<file path="config.mk">
export PLATFORM = sky130hd
export DESIGN_NAME = glf_top
export DESIGN_NICKNAME = d
export VERILOG_FILES = /design/src/design/glf_pkg.sv /design/src/design/glf_top.sv /design/src/design/glf_fifo.sv
export SDC_FILE = /design/constraint.sdc
export NUM_CORES = 1
export LEC_CHECK = 0
export ABC_CLOCK_PERIOD_IN_PS = 4200
export BUFFER_PORTS_ARGS = -buffer_cell sky130_fd_sc_hd__buf_2
export CORE_ASPECT_RATIO = 2
export CORE_MARGIN = 2
export CORE_UTILIZATION = 40
export CTS_CLUSTER_DIAMETER = 150
export DETAILED_ROUTE_END_ITERATION = 8
export SLEW_MARGIN = 5
export SYNTH_ARGS = -nofsm -noshare
export SYNTH_HDL_FRONTEND = slang
export SYNTH_SLANG_ARGS = --single-unit
</file>
<file path="constraint.sdc">
create_clock -name i_mclk -period 4.2 [get_ports i_mclk]
set_input_delay 0.21 -clock i_mclk [delete_from_list [all_inputs] [get_ports i_mclk]]
set_output_delay 0.21 -clock i_mclk [all_outputs]
set_load 0.02 [all_outputs]
</file>
<file path="src/design/glf_pkg.sv">
// Purpose: shared constants and types of the gray lut line fetch block
// Assumes: one clock domain, 32-bit avalon register bus
// Notes:   register offsets are word indices, byte address is four times
package glf_pkg;
    // register indices
    localparam logic [5:0] IDX_CTRL   = 6'h00;
    localparam logic [5:0] IDX_WIDTH  = 6'h01;
    localparam logic [5:0] IDX_START  = 6'h02;
    localparam logic [5:0] IDX_LINES  = 6'h03;
    localparam logic [5:0] IDX_STATUS = 6'h04;
    localparam logic [5:0] IDX_OFFSET = 6'h11;
    localparam logic [5:0] IDX_LUT    = 6'h20;
    // field positions
    localparam int CTRL_EN_BIT  = 0;
    localparam int CTRL_BPP_LSB = 1;
    localparam int GREEN_LSB    = 4;
    // reset values
    localparam logic [7:0]  RST_OFFSET = 8'h00;
    localparam logic [7:0]  RST_WIDTH  = 8'h00;
    localparam logic [15:0] RST_START  = 16'h0000;
    localparam logic [9:0]  RST_LINES  = 10'h000;
    localparam logic [3:0]  RST_GREEN  = 4'h0;
    // geometry
    localparam int          LUT_ENTRIES = 16;
    localparam int          FIFO_DEPTH  = 16;
    localparam int          WORD_BITS   = 16;
    localparam logic [16:0] MEM_WORDS   = 17'h0A000;
    // depth codes, eight bits per pixel has no code
    typedef enum logic [1:0] {
        BPP_1 = 2'h0,
        BPP_2 = 2'h1,
        BPP_4 = 2'h2
    } glf_bpp_t;
    typedef struct packed {
        logic       line_end;
        logic [3:0] gray;
    } glf_pix_t;
endpackage : glf_pkg

</file>
<file path="src/design/glf_top.sv">
// Purpose: gray shade pixel lookup and virtual line fetch
// Assumes: display memory read port answers one read at a time
// Notes:   registers over avalon-mm, one answer per request
// Contract
// [RULE_01] gray level comes only from the green field, no eight bit depth.
// [RULE_02] at one bit per pixel a byte holds eight pixels, bit selects entry 0 or 1.
// [RULE_03] at two bits per pixel only entries zero to three are used.
// [RULE_04] at two bits per pixel entries above three have no effect.
// [RULE_05] at two bits per pixel a byte holds four pixels, code picks entry 0 to 3.
// [RULE_06] at four bits per pixel the first sixteen entries are used.
// [RULE_07] at four bits per pixel each nibble is the entry index directly.
// [RULE_08] every green field holds any of sixteen levels written by software.
// [RULE_09] an 8-bit line offset register holds 0 to 255 extra words per line.
// [RULE_10] offset zero fetches lines from contiguous memory.
// [RULE_11] offset only adds to the line stride, width comes from its own register.
// [RULE_12] a memory word is sixteen bits, pixels per word is sixteen over depth.
// [RULE_13] fetch addresses stay inside the 81920-byte display memory.
// [RULE_14] the most significant pixel of each byte is shown first.
//
// Design decision made here: the Avalon-MM interface to the registers.
`timescale 1ns/10ps
`default_nettype none
module glf_top (
    input  wire logic         i_mclk,
    input  wire logic         i_rst_b,
    input  wire logic [7:0]   i_avs_address,
    input  wire logic         i_avs_read,
    input  wire logic         i_avs_write,
    input  wire logic [31:0]  i_avs_writedata,
    input  wire logic [3:0]   i_avs_byteenable,
    output logic [31:0]       o_avs_readdata,
    output logic              o_avs_waitrequest,
    output logic              o_mem_rd,
    output logic [15:0]       o_mem_addr,
    input  wire logic         i_mem_valid,
    input  wire logic [15:0]  i_mem_data,
    output glf_pkg::glf_pix_t o_pix,
    output logic              o_pix_valid,
    input  wire logic         i_pix_ready
);
    typedef enum logic [1:0] {FS_IDLE, FS_REQ, FS_WAIT} glf_fstate_t;

    // registers
    logic              enable;
    glf_pkg::glf_bpp_t mode;
    logic [7:0]        width;
    logic [15:0]       start;
    logic [9:0]        lines;
    logic [7:0]        offset;
    logic [3:0]        green [glf_pkg::LUT_ENTRIES];
    logic [31:0]       next_rdata;
    // fetch state
    glf_fstate_t       fstate;
    logic [15:0]       line_base;
    logic [7:0]        word_idx;
    logic [9:0]        line_idx;
    // unpack state
    logic [15:0]       sh;
    logic [4:0]        pix_left;
    logic [7:0]        uword;
    logic              last_word;

    // bus decode
    wire [5:0]  idx    = i_avs_address[7:2];
    wire        take   = !o_avs_waitrequest;
    wire        wr_acc = take && i_avs_write;
    wire        lut_hit = (idx[5:4] == glf_pkg::IDX_LUT[5:4]);
    wire        be0    = i_avs_byteenable[0];
    wire        be1    = i_avs_byteenable[1];
    wire [1:0]  wr_bpp = i_avs_writedata[glf_pkg::CTRL_BPP_LSB +: 2];
    wire        bpp_ok = (wr_bpp != 2'h3);

    // avalon answer: waitrequest drops one cycle after the request arrives
    always_ff @(posedge i_mclk or negedge i_rst_b) begin
        if (!i_rst_b) begin
            o_avs_waitrequest <= 1'b1;
            o_avs_readdata    <= 32'h0000_0000;
        end else begin
            o_avs_waitrequest <= !((i_avs_read || i_avs_write) && o_avs_waitrequest);
            o_avs_readdata    <= next_rdata;
        end
    end

    // read mux, reserved bits and unmapped indices read zero
    always_comb begin
        next_rdata = 32'h0000_0000;
        if (lut_hit) begin
            next_rdata[glf_pkg::GREEN_LSB +: 4] = green[idx[3:0]];
        end else begin
            case (idx)
                glf_pkg::IDX_CTRL:   next_rdata[2:0] = {mode, enable};
                glf_pkg::IDX_WIDTH:  next_rdata[7:0] = width;
                glf_pkg::IDX_START:  next_rdata[15:0] = start;
                glf_pkg::IDX_LINES:  next_rdata[9:0] = lines;
                glf_pkg::IDX_STATUS: next_rdata[10:0] = {fstate != FS_IDLE, line_idx};
                glf_pkg::IDX_OFFSET: next_rdata[7:0] = offset;
                default:             next_rdata = 32'h0000_0000;
            endcase
        end
    end

    // control writes; a depth code without a mode is dropped whole
    always_ff @(posedge i_mclk or negedge i_rst_b) begin
        if (!i_rst_b) begin
            enable <= 1'b0;
            mode   <= glf_pkg::BPP_1;
            width  <= glf_pkg::RST_WIDTH;
            start  <= glf_pkg::RST_START;
            lines  <= glf_pkg::RST_LINES;
            offset <= glf_pkg::RST_OFFSET;
        end else if (wr_acc && be0) begin
            if (idx == glf_pkg::IDX_CTRL && bpp_ok) begin
                enable <= i_avs_writedata[glf_pkg::CTRL_EN_BIT];
                mode   <= glf_pkg::glf_bpp_t'(wr_bpp); // RULE_01
            end
            if (idx == glf_pkg::IDX_WIDTH) width <= i_avs_writedata[7:0];
            if (idx == glf_pkg::IDX_START && be1) start <= i_avs_writedata[15:0];
            if (idx == glf_pkg::IDX_LINES && be1) lines <= i_avs_writedata[9:0];
            if (idx == glf_pkg::IDX_OFFSET) offset <= i_avs_writedata[7:0]; // RULE_09
        end
    end

    // one green field per entry, red and blue are not kept at all
    genvar g;
    generate
        for (g = 0; g < glf_pkg::LUT_ENTRIES; g++) begin : g_lut
            wire hit = wr_acc && be0 && lut_hit && (idx[3:0] == 4'(g));
            always_ff @(posedge i_mclk or negedge i_rst_b) begin
                if (!i_rst_b) begin
                    green[g] <= glf_pkg::RST_GREEN;
                end else if (hit) begin
                    green[g] <= i_avs_writedata[glf_pkg::GREEN_LSB +: 4]; // RULE_08
                end
            end
        end
    endgenerate

    // fetch address arithmetic, wrapping inside display memory
    wire [16:0] raw_addr  = {1'b0, line_base} + {9'h000, word_idx};
    wire [16:0] next_addr = (raw_addr >= glf_pkg::MEM_WORDS) ? raw_addr - glf_pkg::MEM_WORDS : raw_addr; // RULE_13
    wire [16:0] raw_next  = {1'b0, line_base} + {9'h000, width} + {9'h000, offset}; // RULE_10 RULE_11
    wire [16:0] wrap_next = (raw_next >= glf_pkg::MEM_WORDS) ? raw_next - glf_pkg::MEM_WORDS : raw_next; // RULE_13
    wire        word_end  = (word_idx == width - 8'h01);
    wire        frame_end = (line_idx == lines - 10'h001);
    wire        fifo_in_ready;
    wire        fifo_push = (fstate == FS_WAIT) && i_mem_valid;
    wire        can_start = enable && (width != 8'h00) && (lines != 10'h000);

    // fetch engine: one read in flight, issued only with room in the fifo
    always_ff @(posedge i_mclk or negedge i_rst_b) begin
        if (!i_rst_b) begin
            fstate     <= FS_IDLE;
            line_base  <= 16'h0000;
            word_idx   <= 8'h00;
            line_idx   <= 10'h000;
            o_mem_rd   <= 1'b0;
            o_mem_addr <= 16'h0000;
        end else begin
            o_mem_rd <= 1'b0;
            case (fstate)
                FS_IDLE: begin
                    if (can_start) begin
                        line_base <= start;
                        word_idx  <= 8'h00;
                        line_idx  <= 10'h000;
                        fstate    <= FS_REQ;
                    end
                end
                FS_REQ: begin
                    if (!can_start) begin
                        fstate <= FS_IDLE;
                    end else if (fifo_in_ready) begin
                        o_mem_rd   <= 1'b1;
                        o_mem_addr <= next_addr[15:0];
                        fstate     <= FS_WAIT;
                    end
                end
                FS_WAIT: begin
                    if (i_mem_valid) begin
                        fstate <= FS_REQ;
                        if (!word_end) begin
                            word_idx <= word_idx + 8'h01;
                        end else if (frame_end) begin
                            word_idx  <= 8'h00;
                            line_idx  <= 10'h000;
                            line_base <= start;
                        end else begin
                            word_idx  <= 8'h00;
                            line_idx  <= line_idx + 10'h001;
                            line_base <= wrap_next[15:0]; // RULE_11
                        end
                    end
                end
                default: fstate <= FS_IDLE;
            endcase
        end
    end

    // word buffer between memory and pixel unpacking
    wire        fifo_out_valid;
    wire [15:0] fifo_out_data;
    wire        load = fifo_out_valid && (pix_left == 5'h00);
    glf_fifo #(
        .W (glf_pkg::WORD_BITS),
        .D (glf_pkg::FIFO_DEPTH)
    ) u_fifo (
        .i_mclk      (i_mclk),
        .i_rst_b     (i_rst_b),
        .i_in_valid  (fifo_push),
        .o_in_ready  (fifo_in_ready),
        .i_in_data   (i_mem_data),
        .o_out_valid (fifo_out_valid),
        .i_out_ready (pix_left == 5'h00),
        .o_out_data  (fifo_out_data)
    );

    // pixel index from the top bits of the word, 16 / bpp pixels per word
    wire [4:0] ppw = (mode == glf_pkg::BPP_1) ? 5'h10 :
                     (mode == glf_pkg::BPP_2) ? 5'h08 : 5'h04; // RULE_12
    wire [3:0] cur_idx = (mode == glf_pkg::BPP_1) ? {3'h0, sh[15]} :     // RULE_02
                         (mode == glf_pkg::BPP_2) ? {2'h0, sh[15:14]} :  // RULE_03 RULE_04 RULE_05
                                                     sh[15:12];          // RULE_06 RULE_07
    wire [15:0] sh_next = (mode == glf_pkg::BPP_1) ? {sh[14:0], 1'b0} :
                          (mode == glf_pkg::BPP_2) ? {sh[13:0], 2'h0} : {sh[11:0], 4'h0}; // RULE_14
    wire        emit = (pix_left != 5'h00) && (!o_pix_valid || i_pix_ready);

    // unpack and look up; output stalls the fifo, which stalls the fetch
    always_ff @(posedge i_mclk or negedge i_rst_b) begin
        if (!i_rst_b) begin
            sh          <= 16'h0000;
            pix_left    <= 5'h00;
            uword       <= 8'h00;
            last_word   <= 1'b0;
            o_pix       <= '0;
            o_pix_valid <= 1'b0;
        end else begin
            if (load) begin
                sh        <= fifo_out_data;
                pix_left  <= ppw; // RULE_12
                last_word <= (uword == width - 8'h01);
                uword     <= (uword == width - 8'h01) ? 8'h00 : uword + 8'h01;
            end else if (emit) begin
                sh       <= sh_next; // RULE_14
                pix_left <= pix_left - 5'h01;
            end
            if (emit) begin
                o_pix.gray     <= green[cur_idx]; // RULE_01
                o_pix.line_end <= last_word && (pix_left == 5'h01);
                o_pix_valid    <= 1'b1;
            end else if (i_pix_ready) begin
                o_pix_valid <= 1'b0;
            end
        end
    end
endmodule : glf_top
`default_nettype wire

</file>
<file path="src/design/glf_fifo.sv">
// Purpose: flip-flop fifo with valid/ready on both sides
// Assumes: depth is a power of two
// Notes:   full and empty come from a separate occupancy count
`timescale 1ns/10ps
`default_nettype none
module glf_fifo #(
    parameter int W = 16,
    parameter int D = 16
) (
    input  wire logic         i_mclk,
    input  wire logic         i_rst_b,
    input  wire logic         i_in_valid,
    output logic              o_in_ready,
    input  wire logic [W-1:0] i_in_data,
    output logic              o_out_valid,
    input  wire logic         i_out_ready,
    output logic [W-1:0]      o_out_data
);
    localparam int AW = $clog2(D);
    logic [W-1:0]  mem [D];
    logic [AW-1:0] wr_ptr;
    logic [AW-1:0] rd_ptr;
    logic [AW:0]   count;
    wire           push = i_in_valid && o_in_ready;
    wire           pop  = o_out_valid && i_out_ready;

    // honest flags straight from the count
    assign o_in_ready  = (count != D[AW:0]);
    assign o_out_valid = (count != '0);
    assign o_out_data  = mem[rd_ptr];

    // storage carries no reset, it is never read while empty
    always_ff @(posedge i_mclk) begin
        if (push) begin
            mem[wr_ptr] <= i_in_data;
        end
    end

    always_ff @(posedge i_mclk or negedge i_rst_b) begin
        if (!i_rst_b) begin
            wr_ptr <= '0;
            rd_ptr <= '0;
            count  <= '0;
        end else begin
            wr_ptr <= push ? wr_ptr + 1'b1 : wr_ptr;
            rd_ptr <= pop ? rd_ptr + 1'b1 : rd_ptr;
            count  <= count + {{AW{1'b0}}, push} - {{AW{1'b0}}, pop};
        end
    end
endmodule : glf_fifo
`default_nettype wire

</file>
After elaboration in Yosys (flattened, before gate mapping)
Memory sizes are Yosys's and may differ from the RTL's.
Index checks and enable logic that the tools add are counted.
- add/subtract/negate cells: 15
- multiply operators: 0
- divide/modulo/power cells: 0
- order comparisons: 4
- equality and inequality tests: 34
- shift-type cells: 0
- mux-type cells: 53
- bitwise logic cells: 2
- reduce and logical (&&, ||, !) cells: 57
- operators by type and width (cell ; count):
    $mux W16 ; 10
    $mux W10 ; 4
    $mux W8 ; 5
    $mux W4 ; 9
    $add A16 B8 Y17 ; 2
    $ge A17 B16 Y1 const B ; 2
    $bmux W4 S4 ; 2
    $eq A4 B4 Y1 const B ; 8
    $pmux W16 S2 ; 1
    $sub A16 B16 Y16 const B ; 2
    $logic_and A1 B1 Y1 ; 30
    $pmux W5 S5 ; 1
    $mux W5 ; 4
    $pmux W10 S2 ; 1
    $pmux W3 S6 ; 1
    $add A17 B8 Y17 ; 1
    $add A8 B1 Y8 const B ; 2
    $eq A4 B3 Y1 const B ; 4
    $eq A8 B8 Y1 ; 2
    $pmux W8 S2 ; 1
    $eq A6 B2 Y1 const B ; 2
    $pmux W2 S3 ; 2
    $add A10 B1 Y10 const B ; 1
    $eq A10 B10 Y1 ; 1
    35 further kinds ; 67
- register bits: 244
- latch bits: 0
- bits in writable memories: 256
- bits in read-only memories: 0
- input bits: 66
- output and inout bits: 56
- logic and storage cells: 206
- memories kept: 1
- memory list (memory ; depth ; width ; read ports ; clocked after Yosys merged registers in ; write ports ; line ; source):
    u_fifo.mem ; 16 ; 16 ; 1 ; 0 ; 1 ; glf_fifo.sv:20 ; logic [W-1:0] mem [D];

Longest topological paths before layout
- word-level depth: 8
- gate-level depth with buffers: 20
- depth with buffers taken out: 19

Cells and area by module
A second synthesis with hierarchy kept.
- cells, all modules: 1867
- area total of the unflattened synthesis: 23373.7 sq um
- modules (own cells, without submodules) (module ; instances ; cells an instance ; area an instance (sq um)):
    glf_top ; 1 ; 1316 ; 12746.0
    glf_fifo ; 1 ; 551 ; 10627.7

Worst setup path before layout
No wires, ideal clock.
- path type: flip-flop to flip-flop
- from: register width[0]
- to: register line_base[14]
- setup time: 76 ps
- arrival time: 3817 ps
- data required time: 4124 ps
- slack: 306 ps
- stages on the path, launching flop included: 21
- cell sequence: dfrtp_1 clkbuf_2 inv_1 fa_1 inv_1 ha_1 inv_1 fa_1 nor2b_1 o31a_1 o31ai_4 a21oi_2 and3_1 xnor2_1 ha_1 or3_1 a211oi_1 a311oi_1 mux2_2 o21a_1 o21ai_1
- longest elaborated chain between the ends: 8
- elaborated cells on any way between the ends: 17
- those cells by class: add/sub (4); order compare (1); eq/ne (3); mux (5); reduce/logical (4)
- ends and longest elaborated chain (item ; line ; source):
    start, declared ; glf_top.sv:46 ; logic [7:0] width;
    start signal, assigned ; glf_top.sv:107 ; width <= glf_pkg::RST_WIDTH;
    start signal, assigned ; glf_top.sv:116 ; if (idx == glf_pkg::IDX_WIDTH) width <= i_avs_writedata[7:0];
    $add A16 B8 Y17 ; glf_top.sv:141 ; wire [16:0] raw_next = {1'b0, line_base} + {9'h000, width} + {9'h000, offset};
    $add A17 B8 Y17 ; glf_top.sv:141 ;
    $sub A16 B16 Y16 / $ge A17 B16 Y1 (equally long branches) ; glf_top.sv:142 ; wire [16:0] wrap_next = (raw_next >= glf_pkg::MEM_WORDS) ? raw_next - glf_pkg::MEM_WORDS : raw_next;
    $mux W16 ; glf_top.sv:142 ;
    $mux W16 ; glf_top.sv:183 ; end else if (frame_end) begin
    $mux W16 ; glf_top.sv:181 ; if (!word_end) begin
    $mux W16 ; glf_top.sv:179 ; if (i_mem_valid) begin
    $pmux W16 S2 ; glf_top.sv:160 ; case (fstate)
    end signal, assigned ; glf_top.sv:163 ; line_base <= start;
    end signal, assigned ; glf_top.sv:186 ; line_base <= start;
    end signal, assigned ; glf_top.sv:190 ; line_base <= wrap_next[15:0];
    end, declared ; glf_top.sv:54 ; logic [15:0] line_base;
Parallel ways exist; a longest one is shown, timed or not. The select of a mux whose other input is x is not followed.
A chain may end at the register's enable or synchronous reset.

Worst setup path after layout
- from: register line_base[1]
- to: register line_base[14]
- longest elaborated chain between the ends: 8
- elaborated cells on any way between the ends: 9
- those cells by class: add/sub (3); order compare (1); mux (5)
- ends and longest elaborated chain (item ; line):
    $add A16 B8 Y17 (*) ; glf_top.sv:141
    $add A17 B8 Y17 (*) ; glf_top.sv:141
    $sub A16 B16 Y16 / $ge A17 B16 Y1 (equally long branches) ; glf_top.sv:142
    $mux W16 (*) ; glf_top.sv:142
    $mux W16 (*) ; glf_top.sv:183
    $mux W16 (*) ; glf_top.sv:181
    $mux W16 (*) ; glf_top.sv:179
    $pmux W16 S2 (*) ; glf_top.sv:160
Every way passes the cells marked *; elsewhere a longest branch is shown, timed or not. The select of a mux whose other input is x is not followed.

==> results.toml <==
[status]
outcome = "completed"

[floorplan]
die_y_um = 345.3
rows = 125
ioPinCount = 122
start_util = 0.4027
dieArea_um2 = 60320
die_x_um = 174.7
fp.coreArea_um2 = 57870

[drt]
route.detailed.drc = 0
wl_um = 60940
avgViaCountPerCell = 5.606
first_pass_iters = 5
first_iter_violations = 863
wire_per_inst_um = 23.06
vias = 14820
ant_nets = 0

[global_routing]
overflow = 0
first_global_vias = 15580
grt_max_degree = 111
grtUsageTotal = 0.2035
grt_pass1_wl_um = 93250
antenna_found_initial = 0

[setup_path]
cp.depth = 17
path_class = "reg -> reg"
crit_family = "adder cells"
rr_worst_depth = 17
critical_path.cell_chain = "fa_1, ha_2, inv_2, fa_2, nor2b_2, o31a_1, o31ai_4, a21oi_2, and3_4, xnor2_4, ha_4, or3_4, a211oi_2, a311oi_2, mux2_4, o21a_1, o21ai_2"
endpoint_kind = "flop"
slowest_delay_ps = 540
cp_data_arrival_time_ps = 4550
cp-start-kind = "flop"
worst-path-max-fanout = 3
critical_path_buf_inv_count = 1
slowest_stage = "fa_1"
required_ps = 4700

[clock_network]
clock_sinks = 484
cts.clk_slew.worst_paths_ps = 60
htreeDepth = 2
cts_tree = "built"
insertion_delay_ps = 580
numCtsBuffers = 45
root_buffer = "clkbuf_16"
clockBufferDepth = 3

[placement]
post-place-cells = 2523
post_dp_cell_area_um2 = 24770
dp_hpwl_um = 42960
portBuffers = 85
gp_congestion = 0.8915

[finish]
synthToLayoutAreaGrowth_pct = 14.99
seq_area_um2 = 13400
final_common_cell = "edfxtp_1"
fin_area_um2 = 26790
multi_input_area_um2 = 9388
n_antenna_cell = 0
finalNetCount = 1958
stdcell_count = 2643
n_fill_cell = 5129
layout-drive-gt1-share = 0.2616
final_cell_mix = "edfxtp_1 (256), dfrtp_1 (223), nand2_1 (120)"

[timing]
finalCritPeriodShare = 0.9651
hold_viol_final = 0
period_needed_ps = 4053
fin_hold_ws_ps = 24.11
setup_viol = 0
relSlewSlack = 0.3751
max_slew.worst_pin.slew_ps = 937.3
fin_skew_ps = 29.55
slew_violations = 0
max_freq_mhz = 246.7

[synth]
synth_edf_count = 256
syn_avg_cell_area_um2 = 13.55
ys_types = 82
synth_cells = 1720
ys_seq_area_frac = 0.5748
ys_ff_latch = 484
yosys_warnings = 0
synth_ff_type = "edfxtp_1"
synth_area_um2 = 23300
synthArstFlopShare = 0.4711

[power]
power_density_nw_per_um2 = 479.9
p_leak_uw = 0.01059
ir_drop_mv = 0.2925

[run]
maxCapViolations = 0

[worst_hold_path]
hold_depth = 1
min_path_type = "in -> reg"
layout make-up:
class | count | share of cell area
repair buffers | 178 | 0.04735
clock inverters | 26 | 0.01382
flip-flops and latches | 484 | 0.5002
clock buffers | 58 | 0.04614
inverters | 47 | 0.006584
multi-input cells | 1088 | 0.3504
well taps | 762 | 0.03558
logic make-up after synthesis:
logic type / synth area share
AOI/OAI and AO/OA: 0.07636
xor gates and xnor gates: 0.03066
muxes: 0.1686
and+or+nand+nor: 0.08881
adders and majority gates: 0.02932
other: 0.0001609
DFF: 0.5748
buffers and inverters: 0.03131
sequential cells by signal, indices dropped and copies added (netlist names), 2 cells and up:
signal,flops
u_fifo.mem,256
offset,8
lines,10
o_mem_addr,16
mode,2
pix_left,5
fstate,2
start,16
u_fifo.count,5
o_avs_readdata,16
word_idx,8
o_pix,5
line_base,16
u_fifo.rd_ptr,4
sh,16
line_idx,10
green,64
uword,8
u_fifo.wr_ptr,4
width,8
repair_timing:
action	in CTS	in global routing
hold buffers	29	0
buffers inserted	1	6
gates resized for setup	2	17
hold endpoints to repair	265	0
endpoints found under the setup margin	1	2
pin swaps	1	9
cell usage after synthesis, drive strengths merged (5+ instances only):
master	instances	area, um2
ha	37	462.9
nor2	110	412.9
nand3b	5	37.54
or2	5	31.28
nor2b	27	168.9
nor3	21	120.1
a21oi	74	377.9
nand2b	21	131.4
o21ai	91	455.4
xor2	22	192.7
a222oi	6	60.06
o31ai	17	146.4
and2	6	37.54
clkbuf	58	220.2
a22o	6	52.55
nand3	21	105.1
mux2i	47	470.5
mux2	113	1272
xnor2	51	454.2
a21o	6	45.04
dfrtp	227	5680
and3	23	143.9
inv	46	172.7
buf	58	332.8
nand2	122	473.0
a221o	5	50.05
nand4	15	108.9
mux4	97	2185
nor4	8	65.06
o22ai	7	50.05
fa	11	220.2
a211oi	33	247.7
nor3b	5	48.80
edfxtp	256	7687
per-stage QoR:
stage            util  total power [uW]  setup TNS [ps]  setup WS [ps]
3_3_place_gp   0.4280              8389               0          109.9
5_1_grt        0.4630             13450          -2.713         -2.713
4_1_cts        0.4611             12950               0          42.86
2_1_floorplan       -              7616               0          306.4
3_5_place_dp   0.4280              8445               0          4.281
6_report       0.4630             12860               0          146.6
power by group:
group / internal, uW / switching, uW
sequential: 5250 / 437
clock: 2600 / 1860
combinational: 1370 / 1350
routing by layer:
| layer | part of all wire | up-vias | global-route usage | routed length (um) |
|---|---|---|---|---|
| li1 | - | 6657 | - | - |
| met1 | 0.33 | 7559 | 0.1985 | 20260 |
| met2 | 0.56 | 404 | 0.3917 | 33890 |
| met3 | 0.033 | 196 | 0.02485 | 2041 |
| met4 | 0.078 | 0 | 0.1371 | 4745 |
| met5 | 0 | - | 0 | 0 |
path summary, 6_finish.rpt:
kind | slack [ps] | end | start
min in group asynchronous | 220 | o_avs_readdata[7] | i_rst_b
setup / recovery | 150 | line_base[14] | line_base[1]
setup reg to reg | 150 | line_base[14] | line_base[1]
hold reg to reg | 470 | o_mem_addr[7] | o_mem_addr[7]
max in group asynchronous | 2880 | word_idx[3] | i_rst_b
hold / removal | 20 | u_fifo.mem[10][9] | i_mem_data[9]
No activity file was read; power rests on OpenSTA's default activity.
